$ cat src/rtl/drs_pkg.sv
// drs_pkg: constants, register map and types of the drive run sequencer
package drs_pkg;
  // register byte offsets
  localparam logic [7:0] DRS_CTRL_OFS     = 8'h00;
  localparam logic [7:0] DRS_STATUS_OFS   = 8'h04;
  localparam logic [7:0] DRS_IRQ_STAT_OFS = 8'h08;
  localparam logic [7:0] DRS_IRQ_MASK_OFS = 8'h0c;
  // control register fields
  localparam int CTRL_RUN_FWD   = 0;
  localparam int CTRL_RUN_REV   = 1;
  localparam int CTRL_JOG       = 2;
  localparam int CTRL_ENABLE    = 3;
  localparam int CTRL_NOT_FSTOP = 4;
  localparam int CTRL_NOT_CSTOP = 5;
  localparam int CTRL_TRIP_RST  = 6; // write one: clears latched trip, reads zero
  localparam int CTRL_W         = 6;
  localparam logic [5:0] CTRL_RESET = 6'h38; // enable and both stop permissives true
  // status register fields
  localparam int ST_CODE_LSB    = 0;  // three bits
  localparam int ST_TRIPPED     = 3;
  localparam int ST_RUNNING     = 4;
  localparam int ST_JOGGING     = 5;
  localparam int ST_STOPPING    = 6;
  localparam int ST_CONTACTOR   = 7;
  localparam int ST_SW_ON_PERM  = 8;
  localparam int ST_RUN_ACCEPT  = 9;
  localparam int ST_READY       = 10;
  localparam int ST_HEALTHY     = 11;
  localparam int ST_DEM_REV     = 12;
  localparam int ST_FAN         = 13;
  localparam int ST_CONT_TRIP   = 14;
  // interrupt status and mask fields
  localparam int IRQ_TRIP       = 0;
  localparam int IRQ_CONT_TRIP  = 1;
  localparam int IRQ_RUN_ENTRY  = 2;
  localparam int IRQ_W          = 3;
  localparam logic [2:0] IRQ_MASK_RESET = 3'h0;
  // timing
  localparam int CLK_KHZ        = 20000;
  localparam int CONT_DELAY_MS  = 10000;
  localparam int FAN_HOLD_MS    = 60000;
  localparam logic [31:0] CONT_DELAY_CYC = 32'(CONT_DELAY_MS * CLK_KHZ);
  localparam logic [31:0] FAN_HOLD_CYC   = 32'(FAN_HOLD_MS * CLK_KHZ);
  // sequencer states
  typedef enum logic [2:0] {
    S_START_DIS, S_START_EN, S_RUN_ACCEPTED_FLAG, S_READY,
    S_ENABLED, S_FSTOP, S_TRIP_ACTIVE, S_TRIPPED
  } drs_state_t;
endpackage

$ cat src/rtl/drs_top.sv
// drs_top: drive start/stop sequencer status and supervision with APB registers
//
// Functional notes
// - tripped flag stands while a latched trip exists, until it is cleared.
// - running flag is high exactly in the enabled state.
// - jogging flag is high while the drive runs in jog mode.
// - stopping flag is high while a stop is in progress.
// - contactor output closed in operation, open on trip or leaving operation.
// - switch-on-permitted flag high when a new run command would be taken.
// - run-accepted flag high after run taken, until contactor feedback arrives.
// - ready flag high when the power stage is operable.
// - reset output pulses one cycle on entering run or jog.
// - state code 0..7 from start disabled through tripped.
// - demanded-reverse output follows forward/reverse commands, not rotation.
// - healthy clears on trip and sets again once the latched trip is cleared and run is removed.
// - run request closes contactor, starts timer, ready only after feedback.
// - no feedback before the 10 s timer expires raises a contactor trip.
// - forward and reverse together are ignored and the drive stops.
//
// Local design decisions: the address map and the APB register port.
`timescale 1ns/100ps
module drs_top
  import drs_pkg::*;
#(
  parameter logic [31:0] CONT_DELAY = drs_pkg::CONT_DELAY_CYC,
  parameter logic [31:0] FAN_HOLD   = drs_pkg::FAN_HOLD_CYC
) (
  input  wire logic        MCLK,
  input  wire logic        SYS_RST,
  input  wire logic        PSEL,
  input  wire logic        PENABLE,
  input  wire logic        PWRITE,
  input  wire logic [7:0]  PADDR,
  input  wire logic [31:0] PWDATA,
  output logic      [31:0] PRDATA,
  output logic             PREADY,
  output logic             PSLVERR,
  input  wire logic        CONTACTOR_FB,
  input  wire logic        TRIP_IN,
  input  wire logic        ZERO_SPEED,
  input  wire logic        TEMP_HIGH,
  input  wire logic        LOAD_HIGH,
  output logic             CONTACTOR_OUT,
  output logic             SYS_RESET_OUT,
  output logic             DEMANDED_REVERSE_OUT,
  output logic             FAN_OUT,
  output logic             IRQ
);
  import drs_pkg::*;

  drs_state_t          state_r, state_nxt;
  logic [CTRL_W-1:0]   ctrl_r;
  logic [IRQ_W-1:0]    irq_stat_r, irq_mask_r, irq_evt;
  logic [31:0]         cont_cnt_r, fan_cnt_r;
  logic [4:0]          sync1_r, sync2_r;
  logic                jog_mode_r, healthy_r, latched_r, cont_trip_r, trip_rst;
  logic                fb, trip_src, zero_spd, heat;
  logic                run_fwd, run_rev, jog, run_cmd, permissive, cont_expired;
  logic                apb_setup, apb_done, wr_en, mapped;
  logic [31:0]         rd_val, status;

  // state code as published for each sequencer state
  function automatic logic [2:0] state_code(input drs_state_t s);
    unique case (s)
      S_START_DIS:   state_code = 3'h0;
      S_START_EN:    state_code = 3'h1;
      S_RUN_ACCEPTED_FLAG: state_code = 3'h2;
      S_READY:       state_code = 3'h3;
      S_ENABLED:     state_code = 3'h4;
      S_FSTOP:       state_code = 3'h5;
      S_TRIP_ACTIVE: state_code = 3'h6;
      S_TRIPPED:     state_code = 3'h7;
    endcase
  endfunction

  // two-stage synchronisers for the five drive status pin inputs
  always_ff @(posedge MCLK) begin
    if (SYS_RST) begin
      sync1_r <= 5'h00;
      sync2_r <= 5'h00;
    end else begin
      sync1_r <= {LOAD_HIGH, TEMP_HIGH, ZERO_SPEED, TRIP_IN, CONTACTOR_FB};
      sync2_r <= sync1_r;
    end
  end

  assign fb       = sync2_r[0];
  assign trip_src = sync2_r[1];
  assign zero_spd = sync2_r[2];
  assign heat     = sync2_r[3] | sync2_r[4];

  // command decode
  assign run_fwd      = ctrl_r[CTRL_RUN_FWD];
  assign run_rev      = ctrl_r[CTRL_RUN_REV];
  assign jog          = ctrl_r[CTRL_JOG];
  assign run_cmd      = (run_fwd ^ run_rev) | jog;
  assign permissive   = ctrl_r[CTRL_ENABLE] & ctrl_r[CTRL_NOT_FSTOP]
                      & ctrl_r[CTRL_NOT_CSTOP] & healthy_r;
  assign cont_expired = (cont_cnt_r == 32'h0000_0000);
  assign trip_rst     = wr_en && PADDR == DRS_CTRL_OFS && PWDATA[CTRL_TRIP_RST];

  // next sequencer state, evaluated every clock
  always_comb begin
    state_nxt = state_r;
    unique case (state_r)
      S_START_DIS:
        if (permissive && !run_cmd) state_nxt = S_START_EN;
      S_START_EN:
        if (!permissive) state_nxt = S_START_DIS;
        else if (run_cmd) state_nxt = S_RUN_ACCEPTED_FLAG;
      S_RUN_ACCEPTED_FLAG:
        if (!permissive || !run_cmd) state_nxt = S_START_EN;
        else if (fb) state_nxt = S_READY;
      S_READY:
        if (!permissive || !run_cmd) state_nxt = S_START_EN;
        else state_nxt = S_ENABLED;
      S_ENABLED:
        if (!ctrl_r[CTRL_NOT_FSTOP]) state_nxt = S_FSTOP;
        else if (!ctrl_r[CTRL_NOT_CSTOP] || !ctrl_r[CTRL_ENABLE]) state_nxt = S_START_DIS;
        else if (!run_cmd && zero_spd) state_nxt = S_START_EN;
      S_FSTOP:
        if (zero_spd) state_nxt = S_START_DIS;
      S_TRIP_ACTIVE:
        if (!trip_src) state_nxt = S_TRIPPED;
      S_TRIPPED:
        if (trip_rst) state_nxt = S_START_DIS;
    endcase
    if (trip_src || (state_r == S_RUN_ACCEPTED_FLAG && !fb && cont_expired))
      state_nxt = S_TRIP_ACTIVE;
  end

  // state register and jog mode captured on entry to operation
  always_ff @(posedge MCLK) begin
    if (SYS_RST) begin
      state_r    <= S_START_DIS;
      jog_mode_r <= 1'b0;
    end else begin
      state_r <= state_nxt;
      if (state_nxt == S_ENABLED && state_r != S_ENABLED)
        jog_mode_r <= jog && !(run_fwd ^ run_rev);
    end
  end

  // contactor delay timer, loaded on run acceptance
  always_ff @(posedge MCLK) begin
    if (SYS_RST)
      cont_cnt_r <= CONT_DELAY;
    else if (state_r != S_RUN_ACCEPTED_FLAG)
      cont_cnt_r <= CONT_DELAY;
    else if (!cont_expired)
      cont_cnt_r <= cont_cnt_r - 32'h0000_0001;
  end

  // latched trip, contactor-trip cause and healthy
  always_ff @(posedge MCLK) begin
    if (SYS_RST) begin
      latched_r   <= 1'b0;
      cont_trip_r <= 1'b0;
      healthy_r   <= 1'b1;
    end else begin
      if (state_nxt == S_TRIP_ACTIVE && state_r != S_TRIP_ACTIVE) begin
        latched_r   <= 1'b1;
        cont_trip_r <= !trip_src;
      end else if (state_r == S_TRIPPED && trip_rst) begin
        latched_r   <= 1'b0;
        cont_trip_r <= 1'b0;
      end
      // healthy drops on trip, returns with latched trip cleared and run removed
      if (state_nxt == S_TRIP_ACTIVE)
        healthy_r <= 1'b0;
      else if (!latched_r && !run_fwd && !run_rev && !jog)
        healthy_r <= 1'b1;
    end
  end

  always_ff @(posedge MCLK) begin
    if (SYS_RST) begin
      fan_cnt_r <= 32'h0000_0000;
      FAN_OUT   <= 1'b0;
    end else begin
      if (heat)
        fan_cnt_r <= FAN_HOLD;
      else if (fan_cnt_r != 32'h0000_0000)
        fan_cnt_r <= fan_cnt_r - 32'h0000_0001;
      FAN_OUT <= heat || fan_cnt_r > 32'h0000_0001;
    end
  end

  // coil and reset outputs registered from next state so they align with the state code, reverse from the commands
  always_ff @(posedge MCLK) begin
    if (SYS_RST) begin
      CONTACTOR_OUT        <= 1'b0;
      SYS_RESET_OUT        <= 1'b0;
      DEMANDED_REVERSE_OUT <= 1'b0;
    end else begin
      CONTACTOR_OUT <= state_nxt inside {S_RUN_ACCEPTED_FLAG, S_READY, S_ENABLED, S_FSTOP};
      // one-cycle pulse on entry to run or jog
      SYS_RESET_OUT <= state_nxt == S_ENABLED && state_r != S_ENABLED;
      DEMANDED_REVERSE_OUT <= run_rev && !run_fwd;
    end
  end

  // status word derived from the current state in one place
  always_comb begin
    status = 32'h0000_0000;
    status[ST_CODE_LSB +: 3] = state_code(state_r);
    status[ST_TRIPPED]    = latched_r;
    status[ST_RUNNING]    = state_r == S_ENABLED;
    status[ST_JOGGING]    = state_r == S_ENABLED && jog_mode_r;
    status[ST_STOPPING]   = state_r == S_FSTOP || (state_r == S_ENABLED && !run_cmd);
    status[ST_CONTACTOR]  = CONTACTOR_OUT;
    status[ST_SW_ON_PERM] = state_r == S_START_EN;
    status[ST_RUN_ACCEPT] = state_r == S_RUN_ACCEPTED_FLAG;
    status[ST_READY]      = state_r == S_READY;
    status[ST_HEALTHY]    = healthy_r;
    status[ST_DEM_REV]    = DEMANDED_REVERSE_OUT;
    status[ST_FAN]        = FAN_OUT;
    status[ST_CONT_TRIP]  = cont_trip_r;
  end

  // APB phase decode: answer prepared in setup, taken in access
  assign apb_setup = PSEL && !PENABLE;
  assign apb_done  = PSEL && PENABLE && PREADY;
  assign wr_en     = apb_done && PWRITE && !PSLVERR;
  assign mapped    = PADDR inside {DRS_CTRL_OFS, DRS_STATUS_OFS,
                                   DRS_IRQ_STAT_OFS, DRS_IRQ_MASK_OFS};

  // read mux
  always_comb begin
    rd_val = 32'h0000_0000;
    unique case (PADDR)
      DRS_CTRL_OFS:     rd_val[CTRL_W-1:0] = ctrl_r;
      DRS_STATUS_OFS:   rd_val = status;
      DRS_IRQ_STAT_OFS: rd_val[IRQ_W-1:0] = irq_stat_r;
      DRS_IRQ_MASK_OFS: rd_val[IRQ_W-1:0] = irq_mask_r;
      default:          rd_val = 32'h0000_0000;
    endcase
  end

  // APB answer: one wait-free access phase, error on unmapped address
  always_ff @(posedge MCLK) begin
    if (SYS_RST) begin
      PREADY  <= 1'b0;
      PSLVERR <= 1'b0;
      PRDATA  <= 32'h0000_0000;
    end else if (apb_setup) begin
      PREADY  <= 1'b1;
      PSLVERR <= !mapped;
      PRDATA  <= PWRITE ? 32'h0000_0000 : rd_val;
    end else if (apb_done) begin
      PREADY  <= 1'b0;
      PSLVERR <= 1'b0;
    end
  end

  // control and mask registers
  always_ff @(posedge MCLK) begin
    if (SYS_RST) begin
      ctrl_r     <= CTRL_RESET;
      irq_mask_r <= IRQ_MASK_RESET;
    end else if (wr_en) begin
      if (PADDR == DRS_CTRL_OFS)
        ctrl_r <= PWDATA[CTRL_W-1:0];
      if (PADDR == DRS_IRQ_MASK_OFS)
        irq_mask_r <= PWDATA[IRQ_W-1:0];
    end
  end

  // interrupt events
  assign irq_evt[IRQ_TRIP]      = state_nxt == S_TRIP_ACTIVE && state_r != S_TRIP_ACTIVE;
  assign irq_evt[IRQ_CONT_TRIP] = irq_evt[IRQ_TRIP] && !trip_src;
  assign irq_evt[IRQ_RUN_ENTRY] = state_nxt == S_ENABLED && state_r != S_ENABLED;

  // sticky status, write one to clear, a new event wins over the clear
  always_ff @(posedge MCLK) begin
    if (SYS_RST) begin
      irq_stat_r <= 3'h0;
      IRQ        <= 1'b0;
    end else begin
      if (wr_en && PADDR == DRS_IRQ_STAT_OFS)
        irq_stat_r <= (irq_stat_r & ~PWDATA[IRQ_W-1:0]) | irq_evt;
      else
        irq_stat_r <= irq_stat_r | irq_evt;
      IRQ <= |(irq_stat_r & irq_mask_r);
    end
  end

endmodule // drs_top

$ cat config.mk
export PLATFORM = sky130hd
export DESIGN_NAME = drs_top
export DESIGN_NICKNAME = d
export VERILOG_FILES = /design/src/rtl/drs_pkg.sv /design/src/rtl/drs_top.sv
export SDC_FILE = /design/constraint.sdc
export NUM_CORES = 1
export LEC_CHECK = 0
export ABC_CLOCK_PERIOD_IN_PS = 2400
export BUFFER_PORTS_ARGS = -buffer_cell sky130_fd_sc_hd__buf_4
export CAP_MARGIN = 20
export CORE_MARGIN = 5
export CORE_UTILIZATION = 42
export CTS_CLUSTER_SIZE = 40
export DETAILED_ROUTE_END_ITERATION = 12
export PLACE_DENSITY = 0.67
export SLEW_MARGIN = 20
export SYNTH_ARGS = -nofsm -noshare
export SYNTH_HDL_FRONTEND = slang
export SYNTH_SLANG_ARGS = --single-unit
$ cat constraint.sdc
create_clock -name MCLK -period 2.4 [get_ports MCLK]
set_clock_uncertainty 0.2 [all_clocks]
set_input_delay 0.48 -clock MCLK [delete_from_list [all_inputs] [get_ports MCLK]]
set_output_delay 0.48 -clock MCLK [all_outputs]
set_load 0.03 [all_outputs]
==> key figures, run 1 <==
Critical path
  • Critical Path Slowest Stage Cell: or4_4
  • Top delay family on crit path: simple AND/OR/NAND/NOR gates
  • CP startpoint kind: flip-flop
  • WP buf/inv: 0
  • Most used cell, CP: or4_4
  • Critical path cell sequence: or4_4, or4_4, o41a_1, o221ai_2, a21oi_2
  • Max incr delay on CP: 0.54 ns
  • WP data required: 2.48 ns
  • CP max FO: 3
  • Critical path type: flip-flop to flip-flop
  • Worst setup EP type: flip-flop
  • Crit path DAT: 2.54 ns

GRT
  • First-pass GRT wire length: 21800 um
  • Largest net degree at the start of global routing: 46
  • Total GRT Usage: 18.4%
  • Vias in the first global route: 4590
  • Initial antenna violation count: 0
  • GRT overflow: 0

Logic synthesis
  • Top cells by area, synth: dfxtp_1 (43%), xor2_1 (5.6%), nor2_1 (5.5%), nand2_1 (3.4%), a21oi_1 (3.2%)
  • Dominant synthesized flop cell: dfxtp_1
  • Synth unique cells: 57
  • Mean Syn Cell Area: 8.77 um^2
  • Syn Inst Count: 604
  • Yosys reg bits: 115
  • Mapped Area: 0.00530 mm^2
  • Post-synth EDFFs: 0
  • Register area share after synthesis: 43.5%
  • Synth top area share: 43.5%
  • Asr flop ratio synth: 0%
  • Top cell type by total area after synthesis: dfxtp_1
  • Synth warnings: 0

Floorplanning
  • FP Rows: 41
  • Die width: 122 um
  • Total core area: 0.0125 mm^2
  • Initial core utilization: 42.5%
  • I/O pin count: 89
  • Die area: 0.0150 mm^2
  • Die Height: 122 um

Job
  • MaxCap Viol Count: 0

Routing
  • Residual DRC count: 0
  • 1st-pass router iterations: 5
  • Average wire per standard cell: 14.7 um
  • WL final: 13300 um
  • Drt first-iter violations: 331
  • Antenna Nets Post-Route: 0
  • Vias per cell: 5.26
  • Routed vias: 4752

STA
  • Peak Freq: 0.406 GHz
  • RSZ-0062 raised after global routing: yes
  • Worst slew pin tran: 0.797 ns
  • Setup WS post-layout: -0.0612 ns
  • Tmin final: 2.46 ns
  • Final setup vio count: 5
  • Final hold vios: 0
  • Fin crit share: 103%
  • Slew HR: 46.7%
  • Final Max Slew Viols: 0

Clocking
  • Worst-path clk slew: 0.05 ns
  • CTS tree: yes
  • Num CTS Buffers: 17
  • Cts hold-fix bufs: 0
  • Clock sink count: 115
  • Maximum clock insertion buffer count: 2
  • Clock Latency Late Sink: 0.41 ns
  • Root Driver: clkbuf_16
  • Htree depth: 4

Placement
  • Routability cong.: 0.889
  • Placed cell areas: 0.00627 mm^2
  • IO buf count: 46
  • Final HPWL DP: 9460 um

Final layout
  • # diodes: 0
  • Nets: 774
  • Area of the multi-input gates: 0.00298 mm^2
  • Fillers: 1093
  • Post-route cell area: 0.00704 mm^2
  • Final core occ: 56.5%
  • Reg area: 0.00231 mm^2
  • Area grow syn2layout: 32.9%
  • Layout cells sized above 1: 27.5%

Power
  • Int Pwr: 4420 uW
  • Seq pwr share: 36.0%
  • Net Sw Frac: 30.2%
  • Pwr dens: 900 mW/mm^2
  • Logic pwr share: 26.3%
  • VDD IR max: 0.512 mV
  • Leak: 0.00277 uW
  • Psw: 1910 uW
  • Clock share of power: 37.7%

Min path
  • Worst hold path class: input pin to flip-flop

Run status
  • Failing checks: negative setup slack
  • Outcome: finished with violations
## tightest hold or removal path: stages
cell,delay [ns]
buf_4,0.07
nand2_1,0.04
nand3_1,0.06
## power by group through the flow
stage,logic (uW),clock network [uW],registers (uW)
2_1_floorplan,1080,0,2280
3_3_place_gp,1500,0,2290
3_5_place_dp,1540,0,2300
4_1_cts,1560,2430,2260
5_1_grt,1850,2530,2300
6_report,1670,2390,2280
## synth_stat cells (10+ instances only)
cell and n:
buf_4 17, a22oi_1 10, nor2_1 78, a21oi_1 34
nand4b_1 11, xor2_1 34, dfxtp_1 115, nor2b_1 19
clkbuf_1 18, nor4_1 21, o211ai_1 10, or4_1 10
nor3_1 11, inv_1 15, xnor2_1 16, nand3_1 24
nand2_1 48, nand4_1 13, o21ai_0 17
## cells by family after synthesis
family | after synthesis | share of synthesized area [%]
AOI/OAI and AO/OA | 98 | 12.1
adders and majority gates | 4 | 0.945
and+or+nand+nor | 275 | 27.9
buffers and inverters | 53 | 5.01
other | 1 | 0.0708
DFF | 115 | 43.5
xor gates and xnor gates | 50 | 8.27
muxes | 8 | 2.24
## registers in the layout, summed over array words and instances (netlist names)
register / count
cont_cnt_r: 32
fan_cnt_r: 32
PRDATA: 15
ctrl_r: 6
sync1_r: 5
sync2_r: 5
irq_mask_r: 3
irq_stat_r: 3
state_r: 3
CONTACTOR_OUT: 1
DEMANDED_REVERSE_OUT: 1
FAN_OUT: 1
IRQ: 1
PREADY: 1
PSLVERR: 1
SYS_RESET_OUT: 1
cont_trip_r: 1
healthy_r: 1
jog_mode_r: 1
latched_r: 1
## metrics by stage
step                total power, uW  TNS, ns  instances  setup slack, ns  hold slack [ns]
global placement               3790    -2.23        866           -0.236            0.225
floorplan                      3360   -0.127        620          -0.0763            0.214
finish                         6330   -0.118        904          -0.0612           0.0792
CTS                            6260  -0.0741        899          -0.0471           0.0627
global route                   6680    -1.92        904           -0.119           0.0765
detailed placement             3840    -2.91        866           -0.225            0.224
## placed cells by master (no fill, tap or decap), drive strengths merged, types with 14 or more instances in the layout
cell | netlist | final
dfxtp | 115 | 115
nand2 | 48 | 48
conb | 1 | 17
nand4 | 14 | 14
clkbuf | 18 | 22
nor2 | 78 | 78
nor2b | 19 | 19
nand3 | 24 | 24
a21oi | 34 | 34
xnor2 | 16 | 16
buf | 20 | 119
o21ai | 17 | 17
inv | 15 | 15
xor2 | 34 | 34
nor4 | 24 | 24
## timing repair
| action | 4_1_cts | 5_1_grt |
|---|---|---|
| pin swaps | 5 | 16 |
| endpoints found under the setup margin | 24 | 47 |
| resized for setup | 11 | 20 |
| buffers inserted | 2 | 5 |
## layout make-up
class	count	area share [%]
multi-input cells	452	42.3
flip-flops and latches	115	32.8
repair buffers	119	12.9
clock buffers	22	7.02
well taps	172	3.06
clock inverters	9	1.12
inverters	15	0.800
## layer usage
layer / up-vias / track usage, % / part of all wire, %
li1: 2368 / - / -
met1: 2284 / 22.8 / 45
met2: 85 / 30.8 / 49
met3: 15 / 4.47 / 3.8
met4: 0 / 7.21 / 1.4
met5: - / 0 / 0
## path summary, 6_finish.rpt
path | from | to | slack (ns) | cells past startpoint
min reg2reg | sync1_r[1]$_SDFF_PP0_ | sync2_r[1]$_SDFF_PP0_ | 0.24 | 1
min | PWDATA[3] | ctrl_r[3]$_SDFFE_PP1N_ | 0.08 | 3
max reg2reg | cont_cnt_r[29]$_SDFFE_PP0P_ | cont_trip_r$_SDFFE_PP0P_ | -0.06 | 5
max | cont_cnt_r[29]$_SDFFE_PP0P_ | cont_trip_r$_SDFFE_PP0P_ | -0.06 | 5
Power figures use the tool's default switching activity.
==> inputs of run 2 (changes only) <==
- MAX_ROUTING_LAYER: unset -> met4
- SETUP_SLACK_MARGIN: unset -> 0.3
==> run 2 against run 1 <==
The run still ends with negative setup slack left. Final area up 8.7%. Power grew 8.5%. Die area did not move. Maximum frequency is 0.55% higher. Wire length rose by 8.0%. Critical endpoint is now jog_mode_r$_SDFFE_PP0P_.
==> key figures, run 2 (synthesis gave the netlist of run 1 again) <==
Clocking
  • Root Driver: clkbuf_16
  • Clock Latency Late Sink: 0.41 ns
  • Worst-path clk slew: 0.05 ns
  • Htree depth: 4
  • Maximum clock insertion buffer count: 2
  • Clock sink count: 115
  • Num CTS Buffers: 17
  • Cts hold-fix bufs: 0
  • CTS tree: yes

STA
  • Final setup vio count: 11
  • RSZ-0062 raised after global routing: yes
  • Worst slew pin tran: 0.596 ns
  • Final hold vios: 0
  • Setup TNS: -0.290 ns
  • WHS: 0.0802 ns
  • Setup WS post-layout: -0.0477 ns
  • Tmin final: 2.45 ns
  • Final Max Slew Viols: 0
  • Fin crit share: 102%
  • Slew HR: 60.1%
  • Peak Freq: 0.409 GHz

Routing
  • Routed vias: 4912
  • Vias per cell: 5.33
  • 1st-pass router iterations: 5
  • Drt first-iter violations: 380
  • Average wire per standard cell: 15.6 um
  • Antenna Nets Post-Route: 0
  • WL final: 14400 um
  • Residual DRC count: 0

Final layout
  • Most common cell after layout, fill and taps aside: buf_4
  • Commonest cells after routing, fill and taps aside: buf_4 (123), dfxtp_1 (111), nor2_1 (75), nand2_1 (42), xor2_1 (33)
  • Biggest regs: cont_cnt_r: 32 flops, fan_cnt_r: 32 flops, PRDATA: 15 flops
  • Final non-filler cell total: 922
  • Layout cells sized above 1: 36.0%
  • Area grow syn2layout: 44.4%
  • Nets: 793
  • # diodes: 0

Floorplanning
  • FP Rows: 41
  • Initial core utilization: 42.5%
  • Total core area: 0.0125 mm^2
  • Die area: 0.0150 mm^2
  • Die width: 122 um
  • Die Height: 122 um
  • I/O pin count: 89

GRT
  • Grt met3 use: 4.38%
  • GRT overflow: 0
  • Total GRT Usage: 19.8%
  • Vias in the first global route: 4870
  • GRT Max-Usage Layer: met2
  • Grt met1 use: 22.9%
  • Met2 Use GR: 33.1%
  • First-pass GRT wire length: 23100 um
  • Initial antenna violation count: 0
  • Largest net degree at the start of global routing: 34

Power
  • VDD IR max: 0.493 mV
  • Pwr dens: 898 mW/mm^2
  • Leak: 0.00302 uW
  • Power, Total: 6870 uW

Min path
  • Hold Path End: ctrl_r[3]$_SDFFE_PP1N_
  • Hold Crit Start: PWDATA[3]
  • Worst hold path class: input pin to flip-flop
  • Hold path cells: 3

Critical path
  • Critical path cell sequence: or4_4, nor4_4, buf_4, nand4_1, buf_4, o31ai_4, o31ai_1
  • Critical path type: flip-flop to flip-flop
  • Critical Path Slowest Stage Cell: or4_4
  • Most used cell, CP: buf_4
  • Max incr delay on CP: 0.55 ns
  • CP startpoint kind: flip-flop
  • RR Startpoint: cont_cnt_r[19]$_SDFFE_PP1P_
  • Crit path DAT: 2.53 ns
  • WP data required: 2.49 ns
  • CP max FO: 5
  • Worst R2R End: jog_mode_r$_SDFFE_PP0P_
  • Worst setup EP type: flip-flop
  • R2R depth: 7
  • R2R Setup Slk: -0.05 ns

Placement
  • Pre-CTS setup slack: -0.210 ns
  • Routability cong.: 0.918
  • IO buf count: 46
  • Cells after DPL: 872
  • Final HPWL DP: 9550 um

Job
  • MaxCap Viol Count: 0

Run status
  • Failing checks: negative setup slack
  • Outcome: finished with violations
==> run 2: worst max path at each step <==
stage                                startpoint                     endpoint  slack (ns)  cells past startpoint
global route        cont_cnt_r[19]$_SDFFE_PP1P_  cont_cnt_r[28]$_SDFFE_PP0P_       -0.13                      8
CTS                 cont_cnt_r[18]$_SDFFE_PP0P_     cont_trip_r$_SDFFE_PP0P_      -0.006                      6
global placement                       PADDR[1]     SYS_RESET_OUT$_SDFF_PP0_       -0.20                      8
finish              cont_cnt_r[19]$_SDFFE_PP1P_      jog_mode_r$_SDFFE_PP0P_       -0.05                      7
detailed placement                     PADDR[1]      PRDATA[12]$_SDFFE_PP0P_       -0.21                      8
floorplan            fan_cnt_r[18]$_SDFFE_PP0P_   fan_cnt_r[26]$_SDFFE_PP0P_       -0.08                      7
==> run 2: area by class of cell <==
class                   count  area (um^2)
flip-flops and latches    115         2310
well taps                 172          215
clock inverters             4         70.1
repair buffers            138         1090
clock buffers              26          519
fillers                  1044         4820
multi-input cells         452         3390
inverters                  15         56.3
==> run 2: per-stage QoR <==
step	util [%]	area (um^2)
floorplan	-	5570
global placement	51.6	6440
detailed placement	51.6	6440
CTS	59.5	7420
global route	61.4	7650
finish	61.4	7650
==> run 2: worst max-delay path: cells and delay by family, from the launching register on <==
kind                   cells  cell delay (ns)
DFF                        1             0.31
buffers and inverters      2             0.37
and+or+nand+nor            3             1.01
AOI/OAI and AO/OA          2             0.44
==> run 2: power breakdown <==
part	internal [uW]	switching [uW]
clock	1680	832
sequential	2090	244
combinational	965	1060
total	4740	2130
==> run 2: layer usage <==
metal / vias to the layer above / part of all wire, %
met3: 19 / 3.6
met2: 103 / 52
li1: 2407 / -
met1: 2383 / 43
met5: - / 0
met4: 0 / 1.4
==> run 2: repair_timing <==
| action | in CTS | in global routing |
|---|---|---|
| setup endpoints to repair | 81 | 82 |
| pin swaps | 36 | 32 |
| buffers inserted | 15 | 5 |
| gates resized for setup | 63 | 40 |
==> inputs of run 3 (changes only) <==
- ABC_CLOCK_PERIOD_IN_PS: 2400 -> 2700
- CTS_BUF_LIST: unset -> sky130_fd_sc_hd__clkbuf_16
- CTS_CLUSTER_SIZE: 40 -> 28
- PLACE_DENSITY: 0.67 -> 0.64
- clock period: 2.4 -> 2.7 ns (I/O delays scaled with it)
==> run 3 against run 2 <==
The run now ends clean. Sequential cell count is the same. Sequential power shrank 13%. Combinational power shrank 29%. Die area is the same. First-iteration DRC count shrank 23%. Largest power group unchanged. Highest routed layer unchanged.
==> key figures, run 3 (synthesis gave the netlist of run 1 again) <==
Run status
  • Outcome: finished, final reports clean

Final layout
  • # diodes: 0
  • Layout cells sized above 1: 27.0%
  • Biggest regs: cont_cnt_r: 32 flops, fan_cnt_r: 32 flops, PRDATA: 15 flops
  • Area grow syn2layout: 31.5%
  • Post-route cell area: 0.00696 mm^2
  • Nets: 763
  • Most common cell after layout, fill and taps aside: dfxtp_1
  • Commonest cells after routing, fill and taps aside: dfxtp_1 (105), buf_4 (104), nor2_1 (78), nand2_1 (47)

Critical path
  • WP data required: 2.83 ns
  • CP max FO: 5
  • CP startpoint kind: flip-flop
  • Crit path DAT: 2.60 ns
  • Worst setup EP type: flip-flop
  • Critical path type: flip-flop to flip-flop

Routing
  • Routed vias: 4696
  • Residual DRC count: 0
  • Vias per cell: 5.26
  • Antenna Nets Post-Route: 0
  • WL final: 13100 um
  • Average wire per standard cell: 14.7 um
  • Drt first-iter violations: 291
  • 1st-pass router iterations: 5

STA
  • Fin crit share: 91.4%
  • Setup WS post-layout: 0.233 ns
  • Final hold vios: 0
  • Peak Freq: 0.405 GHz
  • Slew HR: 64.0%
  • Tmin final: 2.47 ns
  • RSZ-0062 raised after global routing: yes
  • Final setup vio count: 0
  • Final Max Slew Viols: 0
  • Worst slew pin tran: 0.538 ns

Floorplanning
  • Initial core utilization: 42.5%
  • Die Height: 122 um
  • Die area: 0.0150 mm^2
  • Die width: 122 um
  • I/O pin count: 89
  • FP Rows: 41
  • Total core area: 0.0125 mm^2

Power
  • Leak: 0.00270 uW
  • Pwr dens: 798 mW/mm^2
  • VDD IR max: 0.591 mV

Clocking
  • Clock sink count: 115
  • Root Driver: clkbuf_16
  • Htree depth: 4
  • Maximum clock insertion buffer count: 2
  • Clock Latency Late Sink: 0.41 ns
  • Num CTS Buffers: 17
  • Worst-path clk slew: 0.06 ns
  • CTS tree: yes

GRT
  • First-pass GRT wire length: 21500 um
  • Vias in the first global route: 4538
  • Initial antenna violation count: 0
  • GRT overflow: 0
  • Largest net degree at the start of global routing: 35
  • Total GRT Usage: 18.5%

Placement
  • Routability cong.: 0.844
  • Placed cell areas: 0.00601 mm^2
  • Final HPWL DP: 9100 um
  • IO buf count: 46
  • Pre-CTS setup slack: -0.00990 ns

Min path
  • Worst hold path class: input pin to flip-flop

Job
  • MaxCap Viol Count: 0
==> run 3: final cells by class <==
type                            instances  area, um^2
Fill cell                            1148        5500
Clock buffer                           17         425
Sequential cell                       115        2320
Multi-Input combinational cell        452        3000
Tap cell                              172         215
Inverter                               15        56.3
Timing Repair Buffer                  108         820
Clock inverter                         14         124
==> run 3: final timing paths <==
kind                              startpoint                    endpoint  slack (ns)  depth (start not counted)
hold reg to reg        sync1_r[2]$_SDFF_PP0_       sync2_r[2]$_SDFF_PP0_        0.23                          1
setup / recovery  fan_cnt_r[16]$_SDFFE_PP0P_  fan_cnt_r[26]$_SDFFE_PP0P_        0.23                          7
hold / removal                       PENABLE         PREADY$_SDFFE_PP0P_        0.14                          2
setup reg to reg  fan_cnt_r[16]$_SDFFE_PP0P_  fan_cnt_r[26]$_SDFFE_PP0P_        0.23                          7
==> run 3: through the flow <==
step,hold slack (ns),util (%),setup TNS (ns),std cells,total power (uW)
floorplan,0.214,-,0,620,2980
global placement,0.220,48.2,0,832,3270
detailed placement,0.221,48.2,-0.0163,832,3300
CTS,0.121,54.1,0,881,5520
global route,0.124,55.9,0,893,5860
finish,0.140,55.9,0,893,5560
==> run 3: repair_timing <==
action | CTS | global route
hold buffers | 0 | 0
gates cloned | 1 | 1
pin swaps | 16 | 23
endpoints found under the setup margin | 38 | 40
gates resized for setup | 15 | 30
setup buffers | 17 | 11
==> run 3: metal layers <==
metal,up-vias,part of all wire [%],routed length (um),track usage [%]
met1,2238,44,5770,22.0
met3,17,3.9,517,4.88
met5,-,0,0,-
li1,2340,-,-,-
met4,0,1.3,174,6.37
met2,101,51,6660,30.3
==> run 3: worst max-delay path, cell delays in order, from the launching register on <==
cell,delay (ns)
dfxtp_4,0.34
or4_4,0.56
nor4_4,0.15
buf_4,0.20
nand4_4,0.11
or4_4,0.52
xor2_2,0.18
a21oi_1,0.13
==> run 3: report_power, final <==
group          internal (uW)  switching (uW)
sequential              1860             167
clock                   1320             760
combinational            679             764
total                   3870            1690
